===== src/include/nibble_cpu_defines.svh =====
// Opcode values, field masks and fixed constants of the nibble core.
// Assumes inclusion by bare name from the decoder and core design modules.
`ifndef NIBBLE_CPU_DEFINES_SVH
`define NIBBLE_CPU_DEFINES_SVH

// ----------------------------------------
// Single-byte opcodes
// ----------------------------------------
`define OP_CLEAR_ACC 8'hE0
`define OP_CLEAR_CARRY 8'hE1
`define OP_SET_CARRY 8'hF1
`define OP_INVERT_ACC 8'hEB
`define OP_INC_ACC 8'h0E
`define OP_DEC_ACC 8'h0F
`define OP_ROTATE_LEFT 8'h01
`define OP_COPY_TO_AUX 8'h03
`define OP_SWAP_AUX 8'h0D
`define OP_INC_MEM 8'h2E
`define OP_DEC_MEM 8'h2F
`define OP_ADD_MEM 8'h60
`define OP_ADD_MEM_CARRY 8'h20
`define OP_BCD_ADD_FIX 8'hE6
`define OP_BCD_SUB_FIX 8'hEA
`define OP_XOR_MEM 8'hF5
`define OP_AND_MEM 8'hE7
`define OP_OR_MEM 8'hE5
`define OP_COMPARE_MEM 8'hFB
`define OP_COMPARE_PREFIX 8'h2C
`define OP_STORE_MEM 8'h02
`define OP_LOAD_MEM 8'h21
`define OP_SWAP_INC 8'hFE
`define OP_SWAP_DEC 8'hFF
`define OP_TABLE_READ 8'h63

// ----------------------------------------
// Opcodes carrying a field, with masks
// ----------------------------------------
`define OP_SET_MEM_BIT 8'h08
`define OP_CLR_MEM_BIT 8'h28
`define MASK_BIT_OP 8'hFC
`define OP_LOAD_IMM 8'hC0
`define MASK_LOAD_IMM 8'hF0
`define OP_SWAP_MODIFY 8'hA0
`define MASK_SWAP_MODIFY 8'hF8

// ----------------------------------------
// Second byte selectors and constants
// ----------------------------------------
`define SEL_COMPARE_IMM 4'h4
`define SEL_COMPARE_LOW 4'h0
`define BCD_ADD_FIX 4'h6
`define BCD_SUB_FIX 4'hA
`define NIBBLE_ONE 4'h1
`define NIBBLE_ALL 4'hF
`define NIBBLE_ZERO 4'h0

`endif


===== src/include/nibble_cpu_pkg.sv =====
// Types shared by the nibble core and its opcode decoder.
// Assumes the defines header is on the include path.
package nibble_cpu_pkg;

   typedef enum logic [1:0] {
      phase_fetch,
      phase_imm,
      phase_stall,
      phase_table
   } phase_type;

   typedef enum logic [4:0] {
      op_nop, op_clear_acc, op_clear_carry, op_set_carry, op_invert,
      op_inc_acc, op_dec_acc, op_rotate, op_copy_aux, op_swap_aux,
      op_inc_mem, op_dec_mem, op_set_bit, op_clr_bit, op_add,
      op_add_carry, op_bcd_add, op_bcd_sub, op_xor, op_and,
      op_or, op_cmp_mem, op_cmp_prefix, op_load_imm, op_store,
      op_load, op_swap_modify, op_swap_inc, op_swap_dec, op_table
   } op_type;

   typedef struct packed {
      phase_type phase;
      logic [3:0] work_nibble;
      logic [3:0] aux_nibble;
      logic carry_flag;
      logic zero_flag;
      logic [3:0] pointer_high;
      logic [3:0] pointer_low;
      logic run_nop;
      logic mem_we;
      logic [7:0] mem_waddr;
      logic [3:0] mem_wdata;
   } core_state_type;

endpackage : nibble_cpu_pkg


===== src/hdl/nibble_op_decode.sv =====
// Opcode decoder: maps a fetched byte to an operation class.
// Assumes the byte is stable while the core samples it.
`timescale 1ns/1ps
`include "nibble_cpu_defines.svh"

module nibble_op_decode
   import nibble_cpu_pkg::*;
(
   // Fetched byte
   input wire logic [7:0] op_byte,
   // Operation class
   output op_type op_class
);

   always_comb begin
      op_class = op_nop;
      case (op_byte)
         `OP_CLEAR_ACC: op_class = op_clear_acc;
         `OP_CLEAR_CARRY: op_class = op_clear_carry;
         `OP_SET_CARRY: op_class = op_set_carry;
         `OP_INVERT_ACC: op_class = op_invert;
         `OP_INC_ACC: op_class = op_inc_acc;
         `OP_DEC_ACC: op_class = op_dec_acc;
         `OP_ROTATE_LEFT: op_class = op_rotate;
         `OP_COPY_TO_AUX: op_class = op_copy_aux;
         `OP_SWAP_AUX: op_class = op_swap_aux;
         `OP_INC_MEM: op_class = op_inc_mem;
         `OP_DEC_MEM: op_class = op_dec_mem;
         `OP_ADD_MEM: op_class = op_add;
         `OP_ADD_MEM_CARRY: op_class = op_add_carry;
         `OP_BCD_ADD_FIX: op_class = op_bcd_add;
         `OP_BCD_SUB_FIX: op_class = op_bcd_sub;
         `OP_XOR_MEM: op_class = op_xor;
         `OP_AND_MEM: op_class = op_and;
         `OP_OR_MEM: op_class = op_or;
         `OP_COMPARE_MEM: op_class = op_cmp_mem;
         `OP_COMPARE_PREFIX: op_class = op_cmp_prefix;
         `OP_STORE_MEM: op_class = op_store;
         `OP_LOAD_MEM: op_class = op_load;
         `OP_SWAP_INC: op_class = op_swap_inc;
         `OP_SWAP_DEC: op_class = op_swap_dec;
         `OP_TABLE_READ: op_class = op_table;
         default: begin
            if ((op_byte & `MASK_BIT_OP) == `OP_SET_MEM_BIT) begin
               op_class = op_set_bit;
            end else if ((op_byte & `MASK_BIT_OP) == `OP_CLR_MEM_BIT) begin
               op_class = op_clr_bit;
            end else if ((op_byte & `MASK_LOAD_IMM) == `OP_LOAD_IMM) begin
               op_class = op_load_imm;
            end else if ((op_byte & `MASK_SWAP_MODIFY) == `OP_SWAP_MODIFY) begin
               op_class = op_swap_modify;
            end
         end
      endcase
   end

endmodule : nibble_op_decode


===== src/hdl/nibble_alu_core.sv =====
// Decode and execute of accumulator, memory, arithmetic, compare and
// load/store instructions. Assumes an asynchronous-read nibble RAM and
// a table ROM whose byte answers one cycle after the address.
`timescale 1ns/1ps
`include "nibble_cpu_defines.svh"

// Overview of operation
// - Clear sets work nibble zero, updates zero
// - Rotate left through carry, zero updated
// - BCD add fix adds 6, carry kept
// - BCD subtract fix adds 10, one cycle
// - XOR/AND/OR with memory into work nibble
// - Compare memory sets carry and zero only
// - Compare immediate: two bytes, carry and zero
// - Compare pointer low: XOR, zero only
// - Load immediate from opcode low nibble
// - Swap memory, XOR pointer high, two cycles
// - Swap-modify zero from pointer high comparison
// - Plain swap, zero from pointer high
// - Swap then increment pointer low, zero
// - Swap then decrement pointer low, zero
// - Table read loads work and auxiliary nibbles
// - Load/clear run: followers become no-ops
// - Memory compare flag table
// - Immediate compare flag table
module nibble_alu_core
   import nibble_cpu_pkg::*;
#(
   parameter int ram_addr_w = 8
) (
   // Clock and reset
   input wire logic clk,
   input wire logic rst,
   // Instruction byte stream
   input wire logic instr_valid,
   input wire logic [7:0] instr_byte,
   output logic instr_ready,
   // Data RAM
   output logic [ram_addr_w-1:0] ram_addr,
   input wire logic [3:0] ram_rdata,
   output logic ram_we,
   output logic [ram_addr_w-1:0] ram_waddr,
   output logic [3:0] ram_wdata,
   // Table ROM
   output logic [7:0] table_addr,
   input wire logic [7:0] table_data,
   // Visible state
   output logic [3:0] work_nibble,
   output logic [3:0] aux_nibble,
   output logic carry_flag,
   output logic zero_flag,
   output logic [3:0] pointer_high,
   output logic [3:0] pointer_low
);

   // ----------------------------------------
   // Parameter check
   // ----------------------------------------
   if (ram_addr_w < 1 || ram_addr_w > 8) begin : g_bad_width
      $error("ram_addr_w must be 1 to 8");
   end

   // ----------------------------------------
   // Helpers
   // ----------------------------------------
   function automatic logic [4:0] add4(input logic [3:0] a, input logic [3:0] b,
                                       input logic cin);
      return {1'b0, a} + {1'b0, b} + {4'h0, cin};
   endfunction : add4

   function automatic logic [3:0] bit_mask(input logic [1:0] sel);
      return 4'h1 << sel;
   endfunction : bit_mask

   core_state_type s_q;
   core_state_type s_d;
   op_type op;
   logic [7:0] pointer;
   logic [3:0] mem_val;
   logic [4:0] sum;
   logic [3:0] res;

   nibble_op_decode u_decode (
      .op_byte(instr_byte),
      .op_class(op)
   );

   assign pointer = {s_q.pointer_high, s_q.pointer_low};
   // Forward a pending write so back-to-back memory ops see fresh data
   assign mem_val = (s_q.mem_we && s_q.mem_waddr == pointer) ? s_q.mem_wdata : ram_rdata;

   // ----------------------------------------
   // Next state
   // ----------------------------------------
   always_comb begin
      s_d = s_q;
      s_d.mem_we = 1'b0;
      sum = 5'h00;
      res = `NIBBLE_ZERO;
      case (s_q.phase)
         phase_fetch: begin
            if (instr_valid) begin
               s_d.run_nop = 1'b0;
               case (op)
                  op_clear_acc, op_load_imm: begin
                     s_d.run_nop = 1'b1;
                     if (!s_q.run_nop) begin
                        res = (op == op_clear_acc) ? `NIBBLE_ZERO : instr_byte[3:0];
                        s_d.work_nibble = res;
                        s_d.zero_flag = (res == `NIBBLE_ZERO);
                     end
                  end
                  op_clear_carry: s_d.carry_flag = 1'b0;
                  op_set_carry: s_d.carry_flag = 1'b1;
                  op_invert: begin
                     res = ~s_q.work_nibble;
                     s_d.work_nibble = res;
                     s_d.zero_flag = (res == `NIBBLE_ZERO);
                  end
                  op_inc_acc, op_dec_acc, op_inc_mem, op_dec_mem: begin
                     res = (op == op_inc_acc || op == op_dec_acc) ? s_q.work_nibble : mem_val;
                     if (op == op_inc_acc || op == op_inc_mem) begin
                        sum = add4(res, `NIBBLE_ONE, 1'b0);
                        s_d.carry_flag = sum[4];
                     end else begin
                        sum = add4(res, `NIBBLE_ALL, 1'b0);
                        s_d.carry_flag = ~sum[4];
                     end
                     s_d.zero_flag = (sum[3:0] == `NIBBLE_ZERO);
                     if (op == op_inc_acc || op == op_dec_acc) begin
                        s_d.work_nibble = sum[3:0];
                     end else begin
                        s_d.mem_we = 1'b1;
                        s_d.mem_waddr = pointer;
                        s_d.mem_wdata = sum[3:0];
                     end
                  end
                  op_rotate: begin
                     res = {s_q.work_nibble[2:0], s_q.carry_flag};
                     s_d.work_nibble = res;
                     s_d.carry_flag = s_q.work_nibble[3];
                     s_d.zero_flag = (res == `NIBBLE_ZERO);
                  end
                  op_copy_aux: s_d.aux_nibble = s_q.work_nibble;
                  op_swap_aux: begin
                     s_d.aux_nibble = s_q.work_nibble;
                     s_d.work_nibble = s_q.aux_nibble;
                  end
                  op_set_bit, op_clr_bit: begin
                     res = (op == op_set_bit) ? (mem_val | bit_mask(instr_byte[1:0])) :
                           (mem_val & ~bit_mask(instr_byte[1:0]));
                     s_d.mem_we = 1'b1;
                     s_d.mem_waddr = pointer;
                     s_d.mem_wdata = res;
                     if (op == op_clr_bit) begin
                        s_d.zero_flag = (res == `NIBBLE_ZERO);
                     end
                  end
                  op_add, op_add_carry: begin
                     sum = add4(s_q.work_nibble, mem_val, (op == op_add_carry) & s_q.carry_flag);
                     s_d.work_nibble = sum[3:0];
                     s_d.carry_flag = sum[4];
                     s_d.zero_flag = (sum[3:0] == `NIBBLE_ZERO);
                  end
                  op_bcd_add, op_bcd_sub: begin
                     sum = add4(s_q.work_nibble,
                                (op == op_bcd_add) ? `BCD_ADD_FIX : `BCD_SUB_FIX, 1'b0);
                     s_d.work_nibble = sum[3:0];
                     s_d.zero_flag = (sum[3:0] == `NIBBLE_ZERO);
                  end
                  op_xor, op_and, op_or: begin
                     res = (op == op_xor) ? (s_q.work_nibble ^ mem_val) :
                           (op == op_and) ? (s_q.work_nibble & mem_val) :
                           (s_q.work_nibble | mem_val);
                     s_d.work_nibble = res;
                     s_d.zero_flag = (res == `NIBBLE_ZERO);
                  end
                  op_cmp_mem: begin
                     sum = add4(s_q.work_nibble, ~mem_val, 1'b1);
                     s_d.carry_flag = sum[4];
                     s_d.zero_flag = (sum[3:0] == `NIBBLE_ZERO);
                  end
                  op_cmp_prefix: s_d.phase = phase_imm;
                  op_store: begin
                     s_d.mem_we = 1'b1;
                     s_d.mem_waddr = pointer;
                     s_d.mem_wdata = s_q.work_nibble;
                  end
                  op_load: begin
                     s_d.work_nibble = mem_val;
                     s_d.zero_flag = (mem_val == `NIBBLE_ZERO);
                  end
                  op_swap_modify, op_swap_inc, op_swap_dec: begin
                     s_d.work_nibble = mem_val;
                     s_d.mem_we = 1'b1;
                     s_d.mem_waddr = pointer;
                     s_d.mem_wdata = s_q.work_nibble;
                     s_d.phase = phase_stall;
                     if (op == op_swap_modify) begin
                        res = {1'b0, instr_byte[2:0]};
                        s_d.pointer_high = s_q.pointer_high ^ res;
                        s_d.zero_flag = (s_q.pointer_high == res);
                     end else begin
                        res = (op == op_swap_inc) ? s_q.pointer_low + `NIBBLE_ONE :
                              s_q.pointer_low - `NIBBLE_ONE;
                        s_d.pointer_low = res;
                        s_d.zero_flag = (res == `NIBBLE_ZERO);
                     end
                  end
                  op_table: s_d.phase = phase_table;
                  default: ;
               endcase
            end
         end
         phase_imm: begin
            if (instr_valid) begin
               s_d.phase = phase_fetch;
               if (instr_byte[7:4] == `SEL_COMPARE_IMM) begin
                  sum = add4(s_q.work_nibble, ~instr_byte[3:0], 1'b1);
                  s_d.carry_flag = sum[4];
                  s_d.zero_flag = (sum[3:0] == `NIBBLE_ZERO);
               end else if (instr_byte[7:4] == `SEL_COMPARE_LOW) begin
                  s_d.zero_flag = ((s_q.pointer_low ^ instr_byte[3:0]) == `NIBBLE_ZERO);
               end
            end
         end
         phase_table: begin
            s_d.work_nibble = table_data[7:4];
            s_d.aux_nibble = table_data[3:0];
            s_d.phase = phase_fetch;
         end
         phase_stall: s_d.phase = phase_fetch;
         default: s_d.phase = phase_fetch;
      endcase
   end

   always_ff @(posedge clk) begin
      if (rst) begin
         s_q <= '0;
      end else begin
         s_q <= s_d;
      end
   end

   // ----------------------------------------
   // Outputs
   // ----------------------------------------
   assign instr_ready = (s_q.phase == phase_fetch) || (s_q.phase == phase_imm);
   assign ram_addr = pointer[ram_addr_w-1:0];
   assign ram_we = s_q.mem_we;
   assign ram_waddr = s_q.mem_waddr[ram_addr_w-1:0];
   assign ram_wdata = s_q.mem_wdata;
   assign table_addr = {s_q.aux_nibble, s_q.work_nibble};
   assign work_nibble = s_q.work_nibble;
   assign aux_nibble = s_q.aux_nibble;
   assign carry_flag = s_q.carry_flag;
   assign zero_flag = s_q.zero_flag;
   assign pointer_high = s_q.pointer_high;
   assign pointer_low = s_q.pointer_low;

   logic take;
   assign take = (s_q.phase == phase_fetch) && instr_valid;
endmodule : nibble_alu_core


===== config.mk =====
export PLATFORM = sky130hd
export DESIGN_NAME = nibble_alu_core
export DESIGN_NICKNAME = d
export VERILOG_FILES = /design/src/include/nibble_cpu_pkg.sv /design/src/hdl/nibble_op_decode.sv /design/src/hdl/nibble_alu_core.sv
export VERILOG_INCLUDE_DIRS = /design/src /design/src/include
export SDC_FILE = /design/constraint.sdc
export NUM_CORES = 1
export LEC_CHECK = 0
export BUFFER_PORTS_ARGS = -buffer_cell sky130_fd_sc_hd__buf_2
export CAP_MARGIN = 40
export CORE_MARGIN = 1
export CORE_UTILIZATION = 53
export DETAILED_ROUTE_END_ITERATION = 10
export MAX_ROUTING_LAYER = met4
export PLACE_DENSITY = 0.86
export SKIP_CTS_REPAIR_TIMING = 1
export SKIP_LAST_GASP = 1
export SLEW_MARGIN = 15
export SYNTH_ARGS = -nofsm -noshare
export SYNTH_HDL_FRONTEND = slang
export SYNTH_SLANG_ARGS = --single-unit

===== constraint.sdc =====
create_clock -name clk -period 4.2 [get_ports clk]
set_input_delay 0.42 -clock clk [delete_from_list [all_inputs] [get_ports clk]]
set_output_delay 0.42 -clock clk [all_outputs]
set_load 0.02 [all_outputs]

# After elaboration in Yosys (flattened, before gate mapping)
# Index checks and enable logic that the tools add are counted.
# Widths: inputs -> output; s select.
[totals] register_bits=34 inputBits=23 wordCells=202
[op_classes] n_addsub=11 eq_ne=77 shifts=1 muxes=43 bitwise=16 n_reduce_logical=43
[op_table] operator="$pmux 5 s25" count=1
[op_table] operator="$eq 8x8->1 const B" count=12
[op_table] operator="$eq 5x5->1 const B" count=15
[op_table] operator="$mux 4" count=17
[op_table] operator="$logic_not 4->1" count=14
[op_table] operator="$eq 5x4->1 const B" count=8
[op_table] operator="$eq 8x6->1 const B" count=5
[op_table] operator="$pmux 13 s3" count=1
[op_table] operator="$pmux 4 s9" count=1
[op_table] operator="$mux 34" count=1
[op_table] operator="$eq 8x4->1 const B" count=3
[op_table] operator="$eq 5x3->1 const B" count=4
[op_table] operator="$mux 5" count=4
[op_table] operator="$eq 8x2->1 const B" count=2
[op_table] operator="$eq 8x7->1 const B" count=2
[op_table] operator="$not 4->4" count=4
[op_table] operator="$pmux 8 s2" count=1
[op_table] operator="$add 4x4->5" count=3
[op_table] operator="$mux 13" count=1
[op_table] operator="$ne 12x1->1 const B" count=1
[op_table] operator="$ne 3x3->1 const B" count=4
[op_table] operator="$pmux 2 s3" count=2
[op_table] operator="$reduce_and 4->1" count=3
[op_table] operator="$reduce_or 2->1" count=6
[op_table] operator="46 further kinds" count=76

# Logic depth before layout (Yosys ltp)
[logic_depth] word_depth=18 mapped_depth=21 mapped_depth_nobuf=18

# Modules after synthesis
# Synthesis repeated with hierarchy kept, for this count alone.
[hier_totals] cells_unflattened=672 area_unflattened_um2=4720.8
[by_module_without_submodules] module="nibble_alu_core" instances=1 cells_each=554 area_per_inst_um2=4010.1 seq_area_each_um2=640.6
[by_module_without_submodules] module="nibble_op_decode" instances=1 cells_each=118 area_per_inst_um2=710.7 seq_area_each_um2=0.0

# Worst setup path before layout
# Ideal clock, no wire load.
[synth_timing] path_kind="in2reg" from="input port instr_byte[3]" to="register s_q (netlist bit work_nibble[2])" t_arrival_ns=3.930 t_required_ns=4.057 setup_slack_ns=0.126 path_stages=18 n_path_buf=2 cell_sequence="buf_2 > buf_2 > nor3b_1 > o211ai_1 > nand2_1 > or4_1 > or4_1 > fa_1 > inv_1 > fa_1 > xnor2_1 > o22ai_1 > a221oi_1 > o21ai_0 > a221oi_1 > a21oi_1 > a21oi_1 > a31oi_1"
[synth_via] elab_chain_len=18
[synth_lines] item="start, declared" line_no="nibble_alu_core.sv:36" rtl="input wire logic [7:0] instr_byte,"
[synth_lines] item="$eq 5x5->1 (no source line)"
[synth_lines] item="$mux 5" line_no="nibble_op_decode.sv:50" rtl="end else if ((op_byte & `MASK_SWAP_MODIFY) == `OP_SWAP_MODIFY) begin"
[synth_lines] item="$mux 5" line_no="nibble_op_decode.sv:48" rtl="end else if ((op_byte & `MASK_LOAD_IMM) == `OP_LOAD_IMM) begin"
[synth_lines] item="$mux 5" line_no="nibble_op_decode.sv:46" rtl="end else if ((op_byte & `MASK_BIT_OP) == `OP_CLR_MEM_BIT) begin"
[synth_lines] item="$mux 5" line_no="nibble_op_decode.sv:44" rtl="if ((op_byte & `MASK_BIT_OP) == `OP_SET_MEM_BIT) begin"
[synth_lines] item="$pmux 5 s25 (*)" line_no="nibble_op_decode.sv:17" rtl="case (op_byte)"
[synth_lines] item="$eq 5x3->1"
[synth_lines] item="$logic_or 1x1->1" line_no="nibble_alu_core.sv:121, nibble_alu_core.sv:130"
[synth_lines] item="[... 2 more ...]"
[synth_lines] item="$mux 4" line_no="nibble_alu_core.sv:122" rtl="if (op == op_inc_acc || op == op_inc_mem) begin"
[synth_lines] item="$mux 4" line_no="nibble_alu_core.sv:104" rtl="case (op)"
[synth_lines] item="$mux 4" line_no="nibble_alu_core.sv:102" rtl="if (instr_valid) begin"
[synth_lines] item="$mux 4" line_no="nibble_alu_core.sv:100" rtl="case (s_q.phase)"
[synth_lines] item="$mux 4" line_no="nibble_alu_core.sv:130" rtl="if (op == op_inc_acc || op == op_dec_acc) begin"
[synth_lines] item="$pmux 4 s9" line_no="nibble_alu_core.sv:104"
[synth_lines] item="$mux 34" line_no="nibble_alu_core.sv:102"
[synth_lines] item="$pmux 8 s2" line_no="nibble_alu_core.sv:100"
[synth_lines] item="end signal, assigned" line_no="nibble_alu_core.sv:239" rtl="s_q <= '0;"
[synth_lines] item="end signal, assigned" line_no="nibble_alu_core.sv:241" rtl="s_q <= s_d;"
[synth_lines] item="end, declared" line_no="nibble_alu_core.sv:75" rtl="core_state_type s_q;"
# Every way passes the cells marked *; elsewhere a longest branch is shown, timed or not. The select of a mux whose other input is x is not followed.
# A chain may end at the register's enable or synchronous reset.

# Worst setup path after layout
[layout_timing] from="input port instr_byte[1]" to="register s_q (netlist bit zero_flag)"
[layout_via] elab_chain_len=14
[layout_lines] item="$eq 8x7->1 (tied with other cells)" line_no="nibble_op_decode.sv:17"
[layout_lines] item="$pmux 5 s25" line_no="nibble_op_decode.sv:17"
[layout_lines] item="$eq 5x3->1"
[layout_lines] item="$logic_or 1x1->1" line_no="nibble_alu_core.sv:121" rtl="res = (op == op_inc_acc || op == op_dec_acc) ? s_q.work_nibble : mem_val;"
[layout_lines] item="$mux 4" line_no="nibble_alu_core.sv:121"
[layout_lines] item="$add 4x4->5 or $add 4x1->5 (tied branches)" line_no="nibble_alu_core.sv:68" rtl="return {1'b0, a} + {1'b0, b} + {4'h0, cin};"
[layout_lines] item="$mux 4" line_no="nibble_alu_core.sv:122"
[layout_lines] item="$mux 4" line_no="nibble_alu_core.sv:104"
[layout_lines] item="$mux 4" line_no="nibble_alu_core.sv:102"
[layout_lines] item="$mux 4" line_no="nibble_alu_core.sv:100"
[layout_lines] item="$logic_not 4->1 (no source line)"
[layout_lines] item="$pmux 1 s11" line_no="nibble_alu_core.sv:104"
[layout_lines] item="$mux 34" line_no="nibble_alu_core.sv:102"
[layout_lines] item="$pmux 2 s2" line_no="nibble_alu_core.sv:100"
# Several ways; a longest one is shown, not always the timed one. The select of a mux whose other input is x is not followed.

==> metrics <==
status=complete, no violations; pin count of the biggest net entering global routing=33; DR DRC count=0; CTS H-tree lvls=2; crit path DAT=4110 ps; worst setup margin=243 ps; CTS Buffer Depth=2; CTS buffer count=5; Fin Setup TNS=0 ps; layout cells sized above 1=24.8%; Synth Flop Type=dfxtp_1; cell count after synthesis=635; top-area cell type share of the netlist area=14.3%; dpl ws=-34.6 ps; Seq/Total Area, Yosys=14.3%; vias in the first global route=4745; Final GP Congestion=1.05; Fmax achieved=253 MHz; via count=5187; GR Util All Layers=42.1%; I/O pins=71; endpoints failing hold=0; CTS tree=yes; CTS root buf=clkbuf_8; Final #Nets=748; Multi-input gate area=3250 um2; Mean Syn Cell Area=7.06 um2; site row count=33; Port Buffers=67; Max-Cap Viols=0; Core Area=8220 um2; Critical Path End Type=flip-flop; die area=8840 um2; Setup crit start kind=input pin; worst-path cell chain=buf_2 > buf_4 > or4b_1 > o211ai_1 > nor3_1 > nand2_1 > nor4b_1 > or4_4 > fa_1 > inv_1 > fa_1 > xnor2_1 > nand4b_1 > o211ai_1 > nor4_1 > nand4_1 > a22oi_1 > a311oi_1; Sink Count=32; initial antenna violation count=0; ANT cells=0; Post-DRT Antenna Nets=0; WL/cell=21.7 um; Starting Density=54.6%; filler cell count=763; Die H=94.0 um; Worst slew margin=42.5%; register area=641 um2; worst-margin pin slew=860 ps; final setup violation count=0; post-synthesis cell type count=81; Max Transition Viols Final=0; Worst-Skew Late Latency=300 ps; RSZ-0062 raised after global routing=no; Clock Skews=4.74 ps; 1st-iter DRT viols=371; WL final=17.4 mm; most common cell after layout, fill and taps aside=nand2_1; TritonRoute pass-1 iters=5; maximum VDD drop=0.155 mV; first-pass GRT wire length=26.7 mm; DP HPWL=14.1 mm; power after layout=1020 uW; WP data required=4360 ps; Max stage delay on crit path=620 ps; fraction of registers with async set/reset=0%; register-to-register setup slack=310 ps; Die Wd=94.0 um; grt total ovfl=0; slowest stage cell, crit path=or4b_1; HP Class=in2reg; Post-synth EDFFs=0; FF+latch count, synth=32; synthesized area=4490 um2; Lkg Pwr=0.00222 uW; clk slew on worst S/H paths=80 ps; Pwr Density=200 nW/um2; Via density=6.47; Synth area leader=dfxtp_1; CP Class=in2reg; crit share post-route=94.2%; yosys warns=0; most frequent cells in the layout=72 x nand2_1, 70 x buf_4, 66 x buf_2; CP Max Fanout=13; top cells by area, synth=dfxtp_1 14%, buf_4 8.0%, ha_1 6.7%; area grow syn2layout=13.8%; min cycle time layout=3960 ps
[cell type report]
cell class                 count  area share [%]
clock buffer                   5            1.35
sequential                    32            12.6
tap                          105            2.57
multi-input combinational    495            63.6
timing repair buffer         138            17.3
inverter                      24            1.77
clock inverter                 3           0.834
[flip-flops by register name, indices dropped and copies added (netlist names)]
name          count
aux_nibble        4
carry_flag        1
pointer_high      3
pointer_low       4
ram_waddr         7
ram_wdata         4
ram_we            1
s_q               3
work_nibble       4
zero_flag         1
[Yosys cell counts (7+ instances only)]
master	number
xor2_1	7
xnor2_1	25
o21ai_0	22
or3_1	7
inv_1	24
dfxtp_1	32
buf_4	48
ha_1	24
nand3_1	26
a21oi_1	51
clkbuf_1	23
nand4_1	14
nor2_1	64
nor3_1	17
buf_2	9
and3_1	7
a211oi_1	10
nand2_1	72
o211ai_1	15
nor4_1	10
[metrics by stage]
step / std cells / utilization [%] / area [um2] / hold slack, ps
after floorplan: 637 / - / 4490 / 437
after global placement: 794 / 60.3 / 4950 / 451
after detailed placement: 794 / 60.3 / 4950 / 457
after CTS: 802 / 61.6 / 5060 / 425
after global routing: 802 / 62.1 / 5100 / 432
final: 802 / 62.1 / 5100 / 424
[where the power goes]
group          switching, uW  internal (uW)
combinational            234            145
sequential              21.4            312
clock                    130            176
total                    386            633
[layer usage]
metal | share of wire [%] | track usage, %
met3 | 9.4 | 7.85
met4 | 5.4 | 18.6
met2 | 44 | 64.5
met1 | 41 | 53.8
met5 | 0 | -
[final timing paths]
kind                 startpoint        endpoint  cells past startpoint
hold reg to reg         s_q[13]         s_q[13]                      2
hold / removal    table_data[5]  work_nibble[1]                      3
setup / recovery  instr_byte[1]       zero_flag                     18
setup reg to reg   ram_waddr[1]       zero_flag                     14
[cell families after synthesis]
family / after synthesis / share of synthesized area [%]
AOI/OAI and AO/OA: 154 / 23.0
muxes: 7 / 1.62
adders and majority gates: 29 / 8.93
and+or+nand+nor: 270 / 31.5
other: 1 / 0.0836
DFF: 32 / 14.3
xor gates and xnor gates: 32 / 6.25
buffers and inverters: 110 / 14.3
[worst max-delay path: cells and delay by family]
kind | cells | cell delay [ps]
AOI/OAI and AO/OA | 4 | 760
buffers and inverters | 3 | 430
xor gates and xnor gates | 1 | 160
and+or+nand+nor | 8 | 1780
adders and majority gates | 2 | 570
No activity file was read; power rests on OpenSTA's default activity.
